--- config.mk ---
export PLATFORM = sky130hd
export DESIGN_NAME = pmr_power_mode
export DESIGN_NICKNAME = d
export VERILOG_FILES = /design/src/core/pmr_pkg.sv /design/src/core/pmr_power_mode.sv /design/src/core/pmr_pin_sync.sv
export VERILOG_INCLUDE_DIRS = /design/src /design/src/core
export SDC_FILE = /design/constraint.sdc
export NUM_CORES = 1
export LEC_CHECK = 0
export ABC_AREA = 1
export BUFFER_PORTS_ARGS = -buffer_cell sky130_fd_sc_hd__buf_2
export CORE_UTILIZATION = 40
export CTS_BUF_LIST = sky130_fd_sc_hd__clkbuf_8
export DETAILED_ROUTE_END_ITERATION = 10
export SLEW_MARGIN = 20
export SYNTH_ARGS = -nofsm -noshare
export SYNTH_HDL_FRONTEND = slang
export SYNTH_HIERARCHICAL = 1
export SYNTH_SLANG_ARGS = --single-unit
export TNS_END_PERCENT = 5
--- constraint.sdc ---
create_clock -name core_clk -period 1.1 [get_ports core_clk]
set_input_delay 0.055 -clock core_clk [delete_from_list [all_inputs] [get_ports core_clk]]
set_output_delay 0.055 -clock core_clk [all_outputs]
set_load 0.02 [all_outputs]
--- src/core/pmr_regs.svh ---
`ifndef PMR_REGS_SVH
`define PMR_REGS_SVH
// Power-mode selector values
`define PMR_KEY_IDLE      8'h01
`define PMR_KEY_PWRDN     8'h02
`define PMR_KEY_LAST_SAFE 8'h03
// Reset pulse length in cycles
`define PMR_RST_CYCLES    8'h10
`endif

--- src/core/pmr_pkg.sv ---
package pmr_pkg;
   // Sequencer states
   typedef enum logic [2:0] {
      PMR_RUN,
      PMR_DRAIN,
      PMR_IDLE,
      PMR_PWRDN,
      PMR_RESET
   } pmr_state_t;
   // Pending action after drain
   typedef enum logic [1:0] {
      PMR_ACT_IDLE,
      PMR_ACT_PWRDN,
      PMR_ACT_RESET
   } pmr_act_t;
endpackage

--- src/core/pmr_power_mode.sv ---
`timescale 1ns/1ps
`include "pmr_regs.svh"
// Summary of operation
// - selector 1 enters idle mode
// - selector 2 enters powerdown mode
// - selector above 3 forces full reset
// - selector exactly 3 never resets
// - finish running prefetch before halt or reset
// - emulation needs both pins low at release
// - latch emulation decision, hold after release
// - clock-failure detect enable follows control bit
module pmr_power_mode (
   input  wire logic       core_clk,
   input  wire logic       rst,
   input  wire logic       ext_reset_n,       // Active-low reset pin
   input  wire logic       emulation_entry_n, // Emulation entry pin
   input  wire logic       pll_enable_pin,    // PLL enable pin
   input  wire logic       pmi_valid,         // Power-mode instruction executes
   input  wire logic [7:0] pmi_key,           // Selector operand
   input  wire logic       prefetch_busy,     // Bus prefetch in progress
   input  wire logic       wake_event,        // Ends idle or powerdown
   input  wire logic       cfd_enable_bit,    // Clock-failure detect control
   output logic            pmi_done,          // Instruction retired, execution goes on
   output logic            prefetch_hold,     // Block new prefetch starts
   output logic            cpu_halt,          // CPU stopped
   output logic            idle_mode,         // Idle active
   output logic            powerdown_mode,    // Powerdown active
   output logic            chip_reset,        // Internal reset sequence
   output logic            on_circuit_emulation_mode,
   output logic            cfd_enable         // Clock-failure detect on
);
   // All sequencer state in one register
   typedef struct packed {
      pmr_pkg::pmr_state_t st;     // Sequencer state
      pmr_pkg::pmr_act_t   act;    // Pending action
      logic [7:0]          cnt;    // Reset pulse counter
      logic                done;   // Retire pulse
      logic                rpin_q; // Delayed reset pin level
      logic                emu;    // Latched emulation mode
      logic                cfd;    // Detect enable
   } pmr_state_s_t;
   pmr_state_s_t s_r;
   pmr_state_s_t s_nxt;

   // Pin levels after the three-flop filters
   logic rpin_s; // Synchronised reset pin
   logic emu_s;  // Synchronised emulation pin
   logic pll_s;  // Synchronised PLL pin

   // Pin synchronisers
   pmr_pin_sync u_rpin (.core_clk(core_clk), .rst(rst), .pin_in(ext_reset_n),
                        .pin_out(rpin_s));
   pmr_pin_sync u_emu  (.core_clk(core_clk), .rst(rst), .pin_in(emulation_entry_n),
                        .pin_out(emu_s));
   pmr_pin_sync u_pll  (.core_clk(core_clk), .rst(rst), .pin_in(pll_enable_pin),
                        .pin_out(pll_s));

   // Classify selector
   // Only used for selectors that leave run; the rest never reach it
   function automatic pmr_pkg::pmr_act_t key_act(input logic [7:0] k);
      if (k == `PMR_KEY_IDLE) begin
         key_act = pmr_pkg::PMR_ACT_IDLE;
      end else if (k == `PMR_KEY_PWRDN) begin
         key_act = pmr_pkg::PMR_ACT_PWRDN;
      end else begin
         key_act = pmr_pkg::PMR_ACT_RESET;
      end
   endfunction

   // Next-state logic
   always_comb begin
      s_nxt = s_r;
      s_nxt.done = 1'b0;
      s_nxt.rpin_q = rpin_s;
      s_nxt.cfd = cfd_enable_bit;
      // Rising edge of reset pin: sample emulation request
      if (rpin_s && !s_r.rpin_q) begin
         s_nxt.emu = !emu_s && !pll_s;
      end
      // Sequencer; selectors are only taken while running
      unique case (s_r.st)
         pmr_pkg::PMR_RUN: begin
            if (pmi_valid) begin
               if (pmi_key == `PMR_KEY_IDLE || pmi_key == `PMR_KEY_PWRDN ||
                   pmi_key > `PMR_KEY_LAST_SAFE) begin
                  s_nxt.act = key_act(pmi_key);
                  s_nxt.st = pmr_pkg::PMR_DRAIN;
               end else begin
                  s_nxt.done = 1'b1;
               end
            end
         end
         pmr_pkg::PMR_DRAIN: begin
            // Wait for the running prefetch to finish first
            if (!prefetch_busy) begin
               unique case (s_r.act)
                  pmr_pkg::PMR_ACT_IDLE: s_nxt.st = pmr_pkg::PMR_IDLE;
                  pmr_pkg::PMR_ACT_PWRDN: s_nxt.st = pmr_pkg::PMR_PWRDN;
                  default: begin
                     s_nxt.st = pmr_pkg::PMR_RESET;
                     s_nxt.cnt = `PMR_RST_CYCLES;
                  end
               endcase
            end
         end
         pmr_pkg::PMR_IDLE, pmr_pkg::PMR_PWRDN: begin
            if (wake_event) begin
               s_nxt.st = pmr_pkg::PMR_RUN;
               s_nxt.done = 1'b1;
            end
         end
         pmr_pkg::PMR_RESET: begin
            // Count down; the last count returns to run
            if (s_r.cnt == 8'h01) begin
               s_nxt.st = pmr_pkg::PMR_RUN;
            end
            s_nxt.cnt = s_r.cnt - 8'h01;
         end
      endcase
   end

   // State register
   // Edge detector resets high, like the filtered pin, so no false edge
   always_ff @(posedge core_clk) begin
      if (rst) begin
         s_r <= '{st: pmr_pkg::PMR_RUN, act: pmr_pkg::PMR_ACT_IDLE, cnt: 8'h00,
                  done: 1'b0, rpin_q: 1'b1, emu: 1'b0, cfd: 1'b0};
      end else begin
         s_r <= s_nxt;
      end
   end

   // Retire pulse and prefetch gate
   assign pmi_done = s_r.done;
   assign prefetch_hold = (s_r.st != pmr_pkg::PMR_RUN);

   // Power state decodes; the CPU is stopped in all three
   assign idle_mode = (s_r.st == pmr_pkg::PMR_IDLE);
   assign powerdown_mode = (s_r.st == pmr_pkg::PMR_PWRDN);
   assign chip_reset = (s_r.st == pmr_pkg::PMR_RESET);
   assign cpu_halt = idle_mode || powerdown_mode || chip_reset;

   // Latched mode and detect enable
   assign on_circuit_emulation_mode = s_r.emu;
   assign cfd_enable = s_r.cfd;

   // Idle selector leads to drain
   idle_key_a: assert property (@(posedge core_clk) disable iff (rst)
      (s_r.st == pmr_pkg::PMR_RUN && pmi_valid && pmi_key == 8'h01)
      |=> s_r.st == pmr_pkg::PMR_DRAIN && s_r.act == pmr_pkg::PMR_ACT_IDLE)
      else $error("idle selector not taken");
   // Powerdown selector
   pwrdn_key_a: assert property (@(posedge core_clk) disable iff (rst)
      (s_r.st == pmr_pkg::PMR_RUN && pmi_valid && pmi_key == 8'h02)
      |=> s_r.act == pmr_pkg::PMR_ACT_PWRDN)
      else $error("powerdown selector not taken");
   // Illegal selector resets
   bad_key_a: assert property (@(posedge core_clk) disable iff (rst)
      (s_r.st == pmr_pkg::PMR_RUN && pmi_valid && pmi_key > 8'h03)
      |=> s_r.act == pmr_pkg::PMR_ACT_RESET)
      else $error("illegal selector did not reset");
   // Selector three continues
   key_three_a: assert property (@(posedge core_clk) disable iff (rst)
      (s_r.st == pmr_pkg::PMR_RUN && pmi_valid && pmi_key == 8'h03)
      |=> s_r.st == pmr_pkg::PMR_RUN && pmi_done)
      else $error("selector three changed state");
   // No halt while prefetch busy
   prefetch_drain_a: assert property (@(posedge core_clk) disable iff (rst)
      (s_r.st == pmr_pkg::PMR_DRAIN && prefetch_busy) |=> !cpu_halt)
      else $error("halted during prefetch");
   // Emulation latch held between edges
   emu_hold_a: assert property (@(posedge core_clk) disable iff (rst)
      !(rpin_s && !s_r.rpin_q) |=> $stable(on_circuit_emulation_mode))
      else $error("emulation mode changed without edge");
   // Emulation needs both pins low
   emu_pins_a: assert property (@(posedge core_clk) disable iff (rst)
      (rpin_s && !s_r.rpin_q && (emu_s || pll_s)) |=> !on_circuit_emulation_mode)
      else $error("emulation entered with pin high");
   // Detect enable follows bit
   cfd_follow_a: assert property (@(posedge core_clk) disable iff (rst)
      cfd_enable_bit |=> cfd_enable)
      else $error("detect enable not following bit");
   // Selector zero retires without halt
   other_key_a: assert property (@(posedge core_clk) disable iff (rst)
      (s_r.st == pmr_pkg::PMR_RUN && pmi_valid && pmi_key == 8'h00)
      |=> pmi_done && !cpu_halt)
      else $error("selector zero not retired");

   // Drain ends in idle once the bus is quiet
   idle_entry_a: assert property (@(posedge core_clk) disable iff (rst)
      (s_r.st == pmr_pkg::PMR_DRAIN && !prefetch_busy && s_r.act == pmr_pkg::PMR_ACT_IDLE)
      |=> idle_mode && cpu_halt)
      else $error("idle not entered after drain");
   // Drain ends in powerdown once the bus is quiet
   pwrdn_entry_a: assert property (@(posedge core_clk) disable iff (rst)
      (s_r.st == pmr_pkg::PMR_DRAIN && !prefetch_busy && s_r.act == pmr_pkg::PMR_ACT_PWRDN)
      |=> powerdown_mode && cpu_halt)
      else $error("powerdown not entered after drain");
   // Halted modes held until wake
   halt_hold_a: assert property (@(posedge core_clk) disable iff (rst)
      ((idle_mode || powerdown_mode) && !wake_event) |=> $stable(s_r.st))
      else $error("halted mode left without wake");
   // Drain ends in a full reset sequence
   reset_entry_a: assert property (@(posedge core_clk) disable iff (rst)
      (s_r.st == pmr_pkg::PMR_DRAIN && !prefetch_busy && s_r.act == pmr_pkg::PMR_ACT_RESET)
      |=> chip_reset && s_r.cnt == `PMR_RST_CYCLES)
      else $error("reset sequence not started");
   // Reset held while counting
   reset_hold_a: assert property (@(posedge core_clk) disable iff (rst)
      (chip_reset && s_r.cnt != 8'h01) |=> chip_reset)
      else $error("reset sequence cut short");
   // Reset ends on last count
   reset_end_a: assert property (@(posedge core_clk) disable iff (rst)
      (chip_reset && s_r.cnt == 8'h01) |=> !chip_reset && !cpu_halt)
      else $error("reset sequence overran");
   // Halt only after a quiet bus
   halt_quiet_a: assert property (@(posedge core_clk) disable iff (rst)
      $rose(cpu_halt) |-> !$past(prefetch_busy))
      else $error("halt began with prefetch running");
   // Both pins low enter emulation
   emu_set_a: assert property (@(posedge core_clk) disable iff (rst)
      (rpin_s && !s_r.rpin_q && !emu_s && !pll_s) |=> on_circuit_emulation_mode)
      else $error("emulation not entered with pins low");
   // Detect enable off with bit clear
   cfd_clear_a: assert property (@(posedge core_clk) disable iff (rst)
      !cfd_enable_bit |=> !cfd_enable)
      else $error("detect enable not cleared");
   // Retire only while running
   done_in_run_a: assert property (@(posedge core_clk) disable iff (rst)
      pmi_done |-> !cpu_halt && !prefetch_hold)
      else $error("retire pulse outside run");
endmodule // pmr_power_mode

--- src/core/pmr_pin_sync.sv ---
`timescale 1ns/1ps
// Three-flop pin synchroniser, change taken when stages two and three agree
module pmr_pin_sync (
   input  wire logic core_clk,
   input  wire logic rst,
   input  wire logic pin_in,
   output logic      pin_out
);
   typedef struct packed {
      logic [2:0] sh;   // Shift stages
      logic       q;    // Filtered level
   } pmr_sync_t;
   pmr_sync_t s_r;
   pmr_sync_t s_nxt;

   // Shift and filter
   always_comb begin
      s_nxt = s_r;
      s_nxt.sh = {s_r.sh[1:0], pin_in};
      if (s_r.sh[1] == s_r.sh[2]) begin
         s_nxt.q = s_r.sh[2];
      end
   end

   // Register; pins idle high
   always_ff @(posedge core_clk) begin
      if (rst) begin
         s_r <= '{sh: 3'h7, q: 1'b1};
      end else begin
         s_r <= s_nxt;
      end
   end

   assign pin_out = s_r.q;
endmodule // pmr_pin_sync

---- Word-level counts from Yosys, hierarchy flattened ----
Cells that the tools add are included.
word-level totals
  bits in registers ....................... 29
  latch bits .............................. 0
  memory bits (writable) .................. 0
  bits in read-only memories .............. 0
  input port bits ......................... 17
  output and inout port bits .............. 8
  logic and storage cells ................. 66
  memories ................................ 0
operators by class
  add/subtract/negate cells ............... 1
  multiply operators ...................... 0
  divide/modulo/power cells ............... 0
  $lt $le $gt $ge ......................... 1
  equal/unequal tests ..................... 17
  shift operators ......................... 0
  muxes and demuxes ....................... 16
  bitwise operators ....................... 0
  reductions and logical operators ........ 18
operators with widths
  cell                                                  count
  equality test 8 x 1 -> 1 bit (second input constant)  2
  2-to-1 mux 8 bit                                      2
  case mux 8 bit (2 select lines)                       1
  case mux 3 bit (4 select lines)                       1
  2-to-1 mux 5 bit                                      2
  != test 2 bit (second input constant)                 5
  2-to-1 mux 3 bit                                      3
  equality test 8 x 2 -> 1 bit (second input constant)  1
  > comparator 8 x 2 -> 1 bit (second input constant)   1
  subtractor 8 x 1 -> 8 bit (second input constant)     1
  equality test 3 x 2 -> 1 bit (second input constant)  2
  case mux 3 bit (2 select lines)                       1
  AND reduction 3 bit                                   2
  AND reduction 5 bit                                   1
  logical OR 1 bit                                      4
  2-to-1 mux 2 bit                                      2
  OR reduction 2 bit                                    2
  equality test 1 bit                                   3
  equality test 3 x 1 -> 1 bit (second input constant)  1
  equality test 3 bit (second input constant)           1
  logical NOT 1 bit                                     3
  logical NOT 3 bit                                     1
  2-to-1 mux 1 bit                                      3
  nonzero test 3 bit                                    1
  6 further kinds                                       7

---- Depth between registers and ports, before layout ----
  word-level depth ........................ 6
  depth in mapped cells ................... 8
  gate-level depth less buffers ........... 8

---- Cells and area by module ----
The synthesis kept the hierarchy.
modules (own cells, without submodules)
  module          instances  cells each  area an instance (µm²)  seq. area each (µm²)
  pmr_power_mode  1          141         949.7                   340.3
  pmr_pin_sync    3          15          128.9                   80.1

---- Worst setup path after synthesis ----
No wires, ideal clock.
  kind .................................... register to register
  start point ............................. register s_r[14] (netlist name)
  end point ............................... register s_r[15] (netlist name)
  library setup time ...................... 114 ps
  arrival time ............................ 1088 ps
  required time ........................... 986 ps
  setup slack ............................. -102 ps
  cell stages (with the launch flop) ...... 9
  buffers on the path ..................... 0
  period minus slack after synthesis ...... 1202 ps
  path through ............................ dfxtp_1 nor2_2 nand2_1 inv_1 nand3_2 nand3_2 nand2_1 nand2_1 nor2_2
on the way
  word-level cells in the longest chain between the ends .. 4
  elaborated cells on any way between the ends .. 13
  those cells by class .................... eq/ne: 9; mux: 1; reduce/logical: 3
RTL lines
  what                                  line                   source
  from (decl)                           pmr_power_mode.sv:42   pmr_state_s_t s_r;
  from (signal assigned)                pmr_power_mode.sv:126  s_r <= '{st: pmr_pkg::PMR_RUN, act: pmr_pkg::PMR_ACT_IDLE, cnt: 8'h00,
  from (signal assigned)                pmr_power_mode.sv:129  s_r <= s_nxt;
  equality test 3 x 2 -> 1 bit          pmr_power_mode.sv:81   unique case (s_r.st)
  OR reduction 2 bit                    pmr_power_mode.sv:81
  != test 2 bit (no source line)        -
  AND reduction 5 bit (no source line)  -
Parallel ways exist; a longest one is shown, timed or not.
A chain may end at the register's enable or synchronous reset.

---- Worst setup path after layout ----
  start point ............................. register s_r[14] (netlist name)
  end point ............................... register s_r[8] (netlist name)
on the way
  word-level cells in the longest chain between the ends .. 3
  elaborated cells on any way between the ends .. 7
  those cells by class .................... eq/ne: 4; mux: 1; reduce/logical: 2
RTL lines
  what                                                                  line
  equality test 3 x 1 -> 1 bit or equality test 3 bit (tied branches)   pmr_power_mode.sv:81
  != test 2 bit (no source line) or nonzero test 2 bit (tied branches)  -
  AND reduction 3 bit (no source line)                                  -
Parallel ways exist; a longest one is shown, timed or not.

==> out/qor.yml <==
power:
  clkPwrFrac: 0.207
  power_uw: 4610
  peakVddDrop_mv: 1.12
  pwr-share-seq: 0.305
  p_switching_uw: 1730
  p_leak_uw: 0.000917
  comb_power_share: 0.488
  p_int_uw: 2870
  swShare: 0.376
  power.density_mw_per_mm2: 2340
placed_design:
  dp.cells: 271
  place_congestion: 0.770
  placed_cell_area_mm2: 0.00168
  port_buffers: 24
  hpwl_um: 2140
synth:
  synth_top_area_frac: 0.434
  ys_ff_latch: 29
  synthTopCellsByCount: "nand2_1 (48), dfxtp_1 (29), nor2_1 (26), inv_1 (23), a21oi_1 (12)"
  ys_top_cells_by_area: "dfxtp_1 (43%), nand2_1 (13%), nor2_1 (7.3%), inv_1 (6.5%), a21oi_1 (4.5%)"
  netlist_instances: 186
  syn_area_mm2: 0.00134
  syn_avg_cell_area_um2: 7.18
  synth-xor-area-share: 0.0328
  synth_edf_count: 0
  synth_fp_nets: 205
  ys.flop_type: "dfxtp_1"
  yosys_warnings: 6
  synth_fa_ha_area_frac: 0.0187
  synthArstFlopShare: 0
  ys_types: 26
  yosysMostFrequentCell: "nand2_1"
  synth_largest_area_cell: "dfxtp_1"
  synth_top_family_by_area: "simple AND/OR/NAND/NOR gates"
  synth.mux.area_fraction: 0
  yosysSeqAreaShare: 0.434
  synth_compound_area_frac: 0.0871
  synthSimpleGateAreaFrac: 0.354
setup_path:
  crit_path_start: "s_r[14]"
  end_kind: "flip-flop"
  crit_chain: "inv_2 > nor3_2 > nand2_1 > nand2_2 > o21ai_4 > nand2_1 > a21oi_2"
  cp_max_fo: 8
  arrival_ps: 1440
  r2r-start: "s_r[14]"
  required_ps: 1270
  crit_type: "flip-flop to flip-flop"
  cp_common_cell: "nand2_1"
  cpMaxStageDelayCell: "dfxtp_4"
  start_kind: "flip-flop"
  cp_num_buf_inv: 1
  slowest_delay_ps: 380
  critical_path.top_delay_family: "simple AND/OR/NAND/NOR gates"
status:
  violations: "negative setup slack"
  outcome: "complete, but fails checks"
clocking:
  cts_tree: "yes"
  clk_pin_slew_worst_paths_ps: 60
  cts_root_buf: "clkbuf_8"
  numCtsBuffers: 5
  h-tree-depth: 2
  clock_sinks: 29
  clockBufferDepth: 2
  clk_latency_ps: 280
floorplan:
  rows: 20
  dieArea_mm2: 0.00358
  core_mm2: 0.00310
  start_util: 0.431
  floorplan.die.height_um: 59.8
  die_w_um: 59.8
  io_pins: 25
finish:
  syn2layout_area_growth_pct: 47.2
  fin_cells: 288
  regArea_um2: 593
  fillers: 299
  final_core_utilization: 0.634
  final_nets: 262
  multi_input_area_um2: 749
  drive_gt1_frac: 0.393
  fin_area_mm2: 0.00197
  n_antenna_cell: 0
routing:
  drt_iter0_markers: 60
  wl_per_cell_um: 10.6
  drt-total-wl_um: 3060
  drt_pass1_iterations: 4
  vias: 1365
  viasPerCell: 4.74
  drc: 0
  ant_nets: 0
timing:
  slew_viol_final: 0
  setup_violations: 19
  fin_worst_skew_ps: 5.46
  rsz0062_at_grt: "true"
  fin_ws_ps: -170
  holdWs_ps: 91.3
  max_freq_mhz: 788
  slew-limit-headroom: 0.784
  min_period_ps: 1270
  hold_violations: 0
  fin_crit_sh: 1.15
  tightest_slew_ps: 322
global_routing:
  overflow: 0
  grt_pass1_vias: 1311
  grt_pass1_wl_um: 5170
  grt_antenna_before_repair: 0
  grt_max_degree: 19
  grt_use_total: 0.193
hold_path:
  hp-class: "input pin to flip-flop"
  min_from: "pmi_valid"
run:
  drv_cap: 0
==> layer usage <==
layer,track usage,vias to the layer above,routed length [um]
met5,0,-,0
met4,0.0797,0,50
met3,0.0606,8,154
met2,0.351,40,1620
met1,0.205,631,1240
li1,-,686,-
==> worst paths after layout <==
path / to / slack (ps) / cells after the start
setup / recovery: s_r[8] / -170 / 7
hold / removal: s_r[13] / 90 / 3
setup reg to reg: s_r[8] / -170 / 7
hold reg to reg: u_pll/s_nxt[3] / 410 / 1
==> kinds of logic (layout without fill, tap and decap cells) <==
logic type	Yosys count	in the layout
compound gates	20	20
xor+xnor	5	5
fa+ha+maj	2	2
buf+inv	26	84
flops	29	29
simple gates	104	104
==> layout by cell type (no fill, tap or decap), types with 2 or more instances in the layout <==
cell type,n
a21oi_1,11
a21oi_2,2
buf_2,20
buf_4,22
buf_6,5
clkbuf_8,7
dfxtp_1,25
dfxtp_4,3
dlygate4sd3_1,4
inv_1,20
inv_2,2
inv_6,2
nand2_1,44
nand2_4,4
nand3_1,6
nand3_4,3
nor2_1,18
nor2_2,14
o21ai_0,2
or2_1,7
or2_2,2
xnor2_1,3
xor2_1,2
==> repair_timing <==
action,4_1_cts,5_1_grt
hold buffers,4,0
setup buffers,6,1
endpoints found under the hold margin,4,0
pin swaps,11,6
gates resized for setup,23,12
setup endpoints to repair,19,19
==> power groups by stage <==
stage / sequential (uW) / clock [uW] / combinational [uW]
finish: 1410 / 952 / 2250
global placement: 1370 / 0 / 1810
CTS: 1380 / 986 / 2130
floorplan: 1360 / 0 / 1200
global route: 1420 / 1040 / 2470
detailed placement: 1370 / 0 / 1850
==> through the flow <==
step / setup TNS (ps) / setup slack (ps)
final: -2300 / -170
after global routing: -3710 / -261
after CTS: -1720 / -120
after detailed placement: -1130 / -120
after global placement: -830 / -109
after floorplan: -35.8 / -14.7
==> final cells by class <==
type                    count  share of cell area
clock buffers               7              0.0490
well taps                  44              0.0280
clock inverters             1             0.00254
inverters                  25              0.0541
flip-flops and latches     29               0.302
multi-input cells         131               0.381
repair buffers             51               0.184
==> worst register-to-register path, delay by kind of cell, from the launching register on <==
| family | cells | cell delay [ps] |
|---|---|---|
| AND/OR/NAND/NOR | 4 | 590 |
| AO/OA/AOI/OAI | 2 | 150 |
| flip-flops | 1 | 380 |
| buffers and inverters | 1 | 50 |
==> registers in the layout, indices dropped and copies added (netlist names) <==
name / flops
pmi_done: 1
u_emu/pin_out: 1
u_emu/s_r: 1
u_pll/s_r: 1
u_emu/s_nxt: 2
s_r: 14
u_pll/s_nxt: 2
u_rpin/s_nxt: 2
on_circuit_emulation_mode: 1
u_rpin/pin_out: 1
u_rpin/s_r: 1
cfd_enable: 1
u_pll/pin_out: 1
Note: power is estimated with default switching activity, not from simulation.
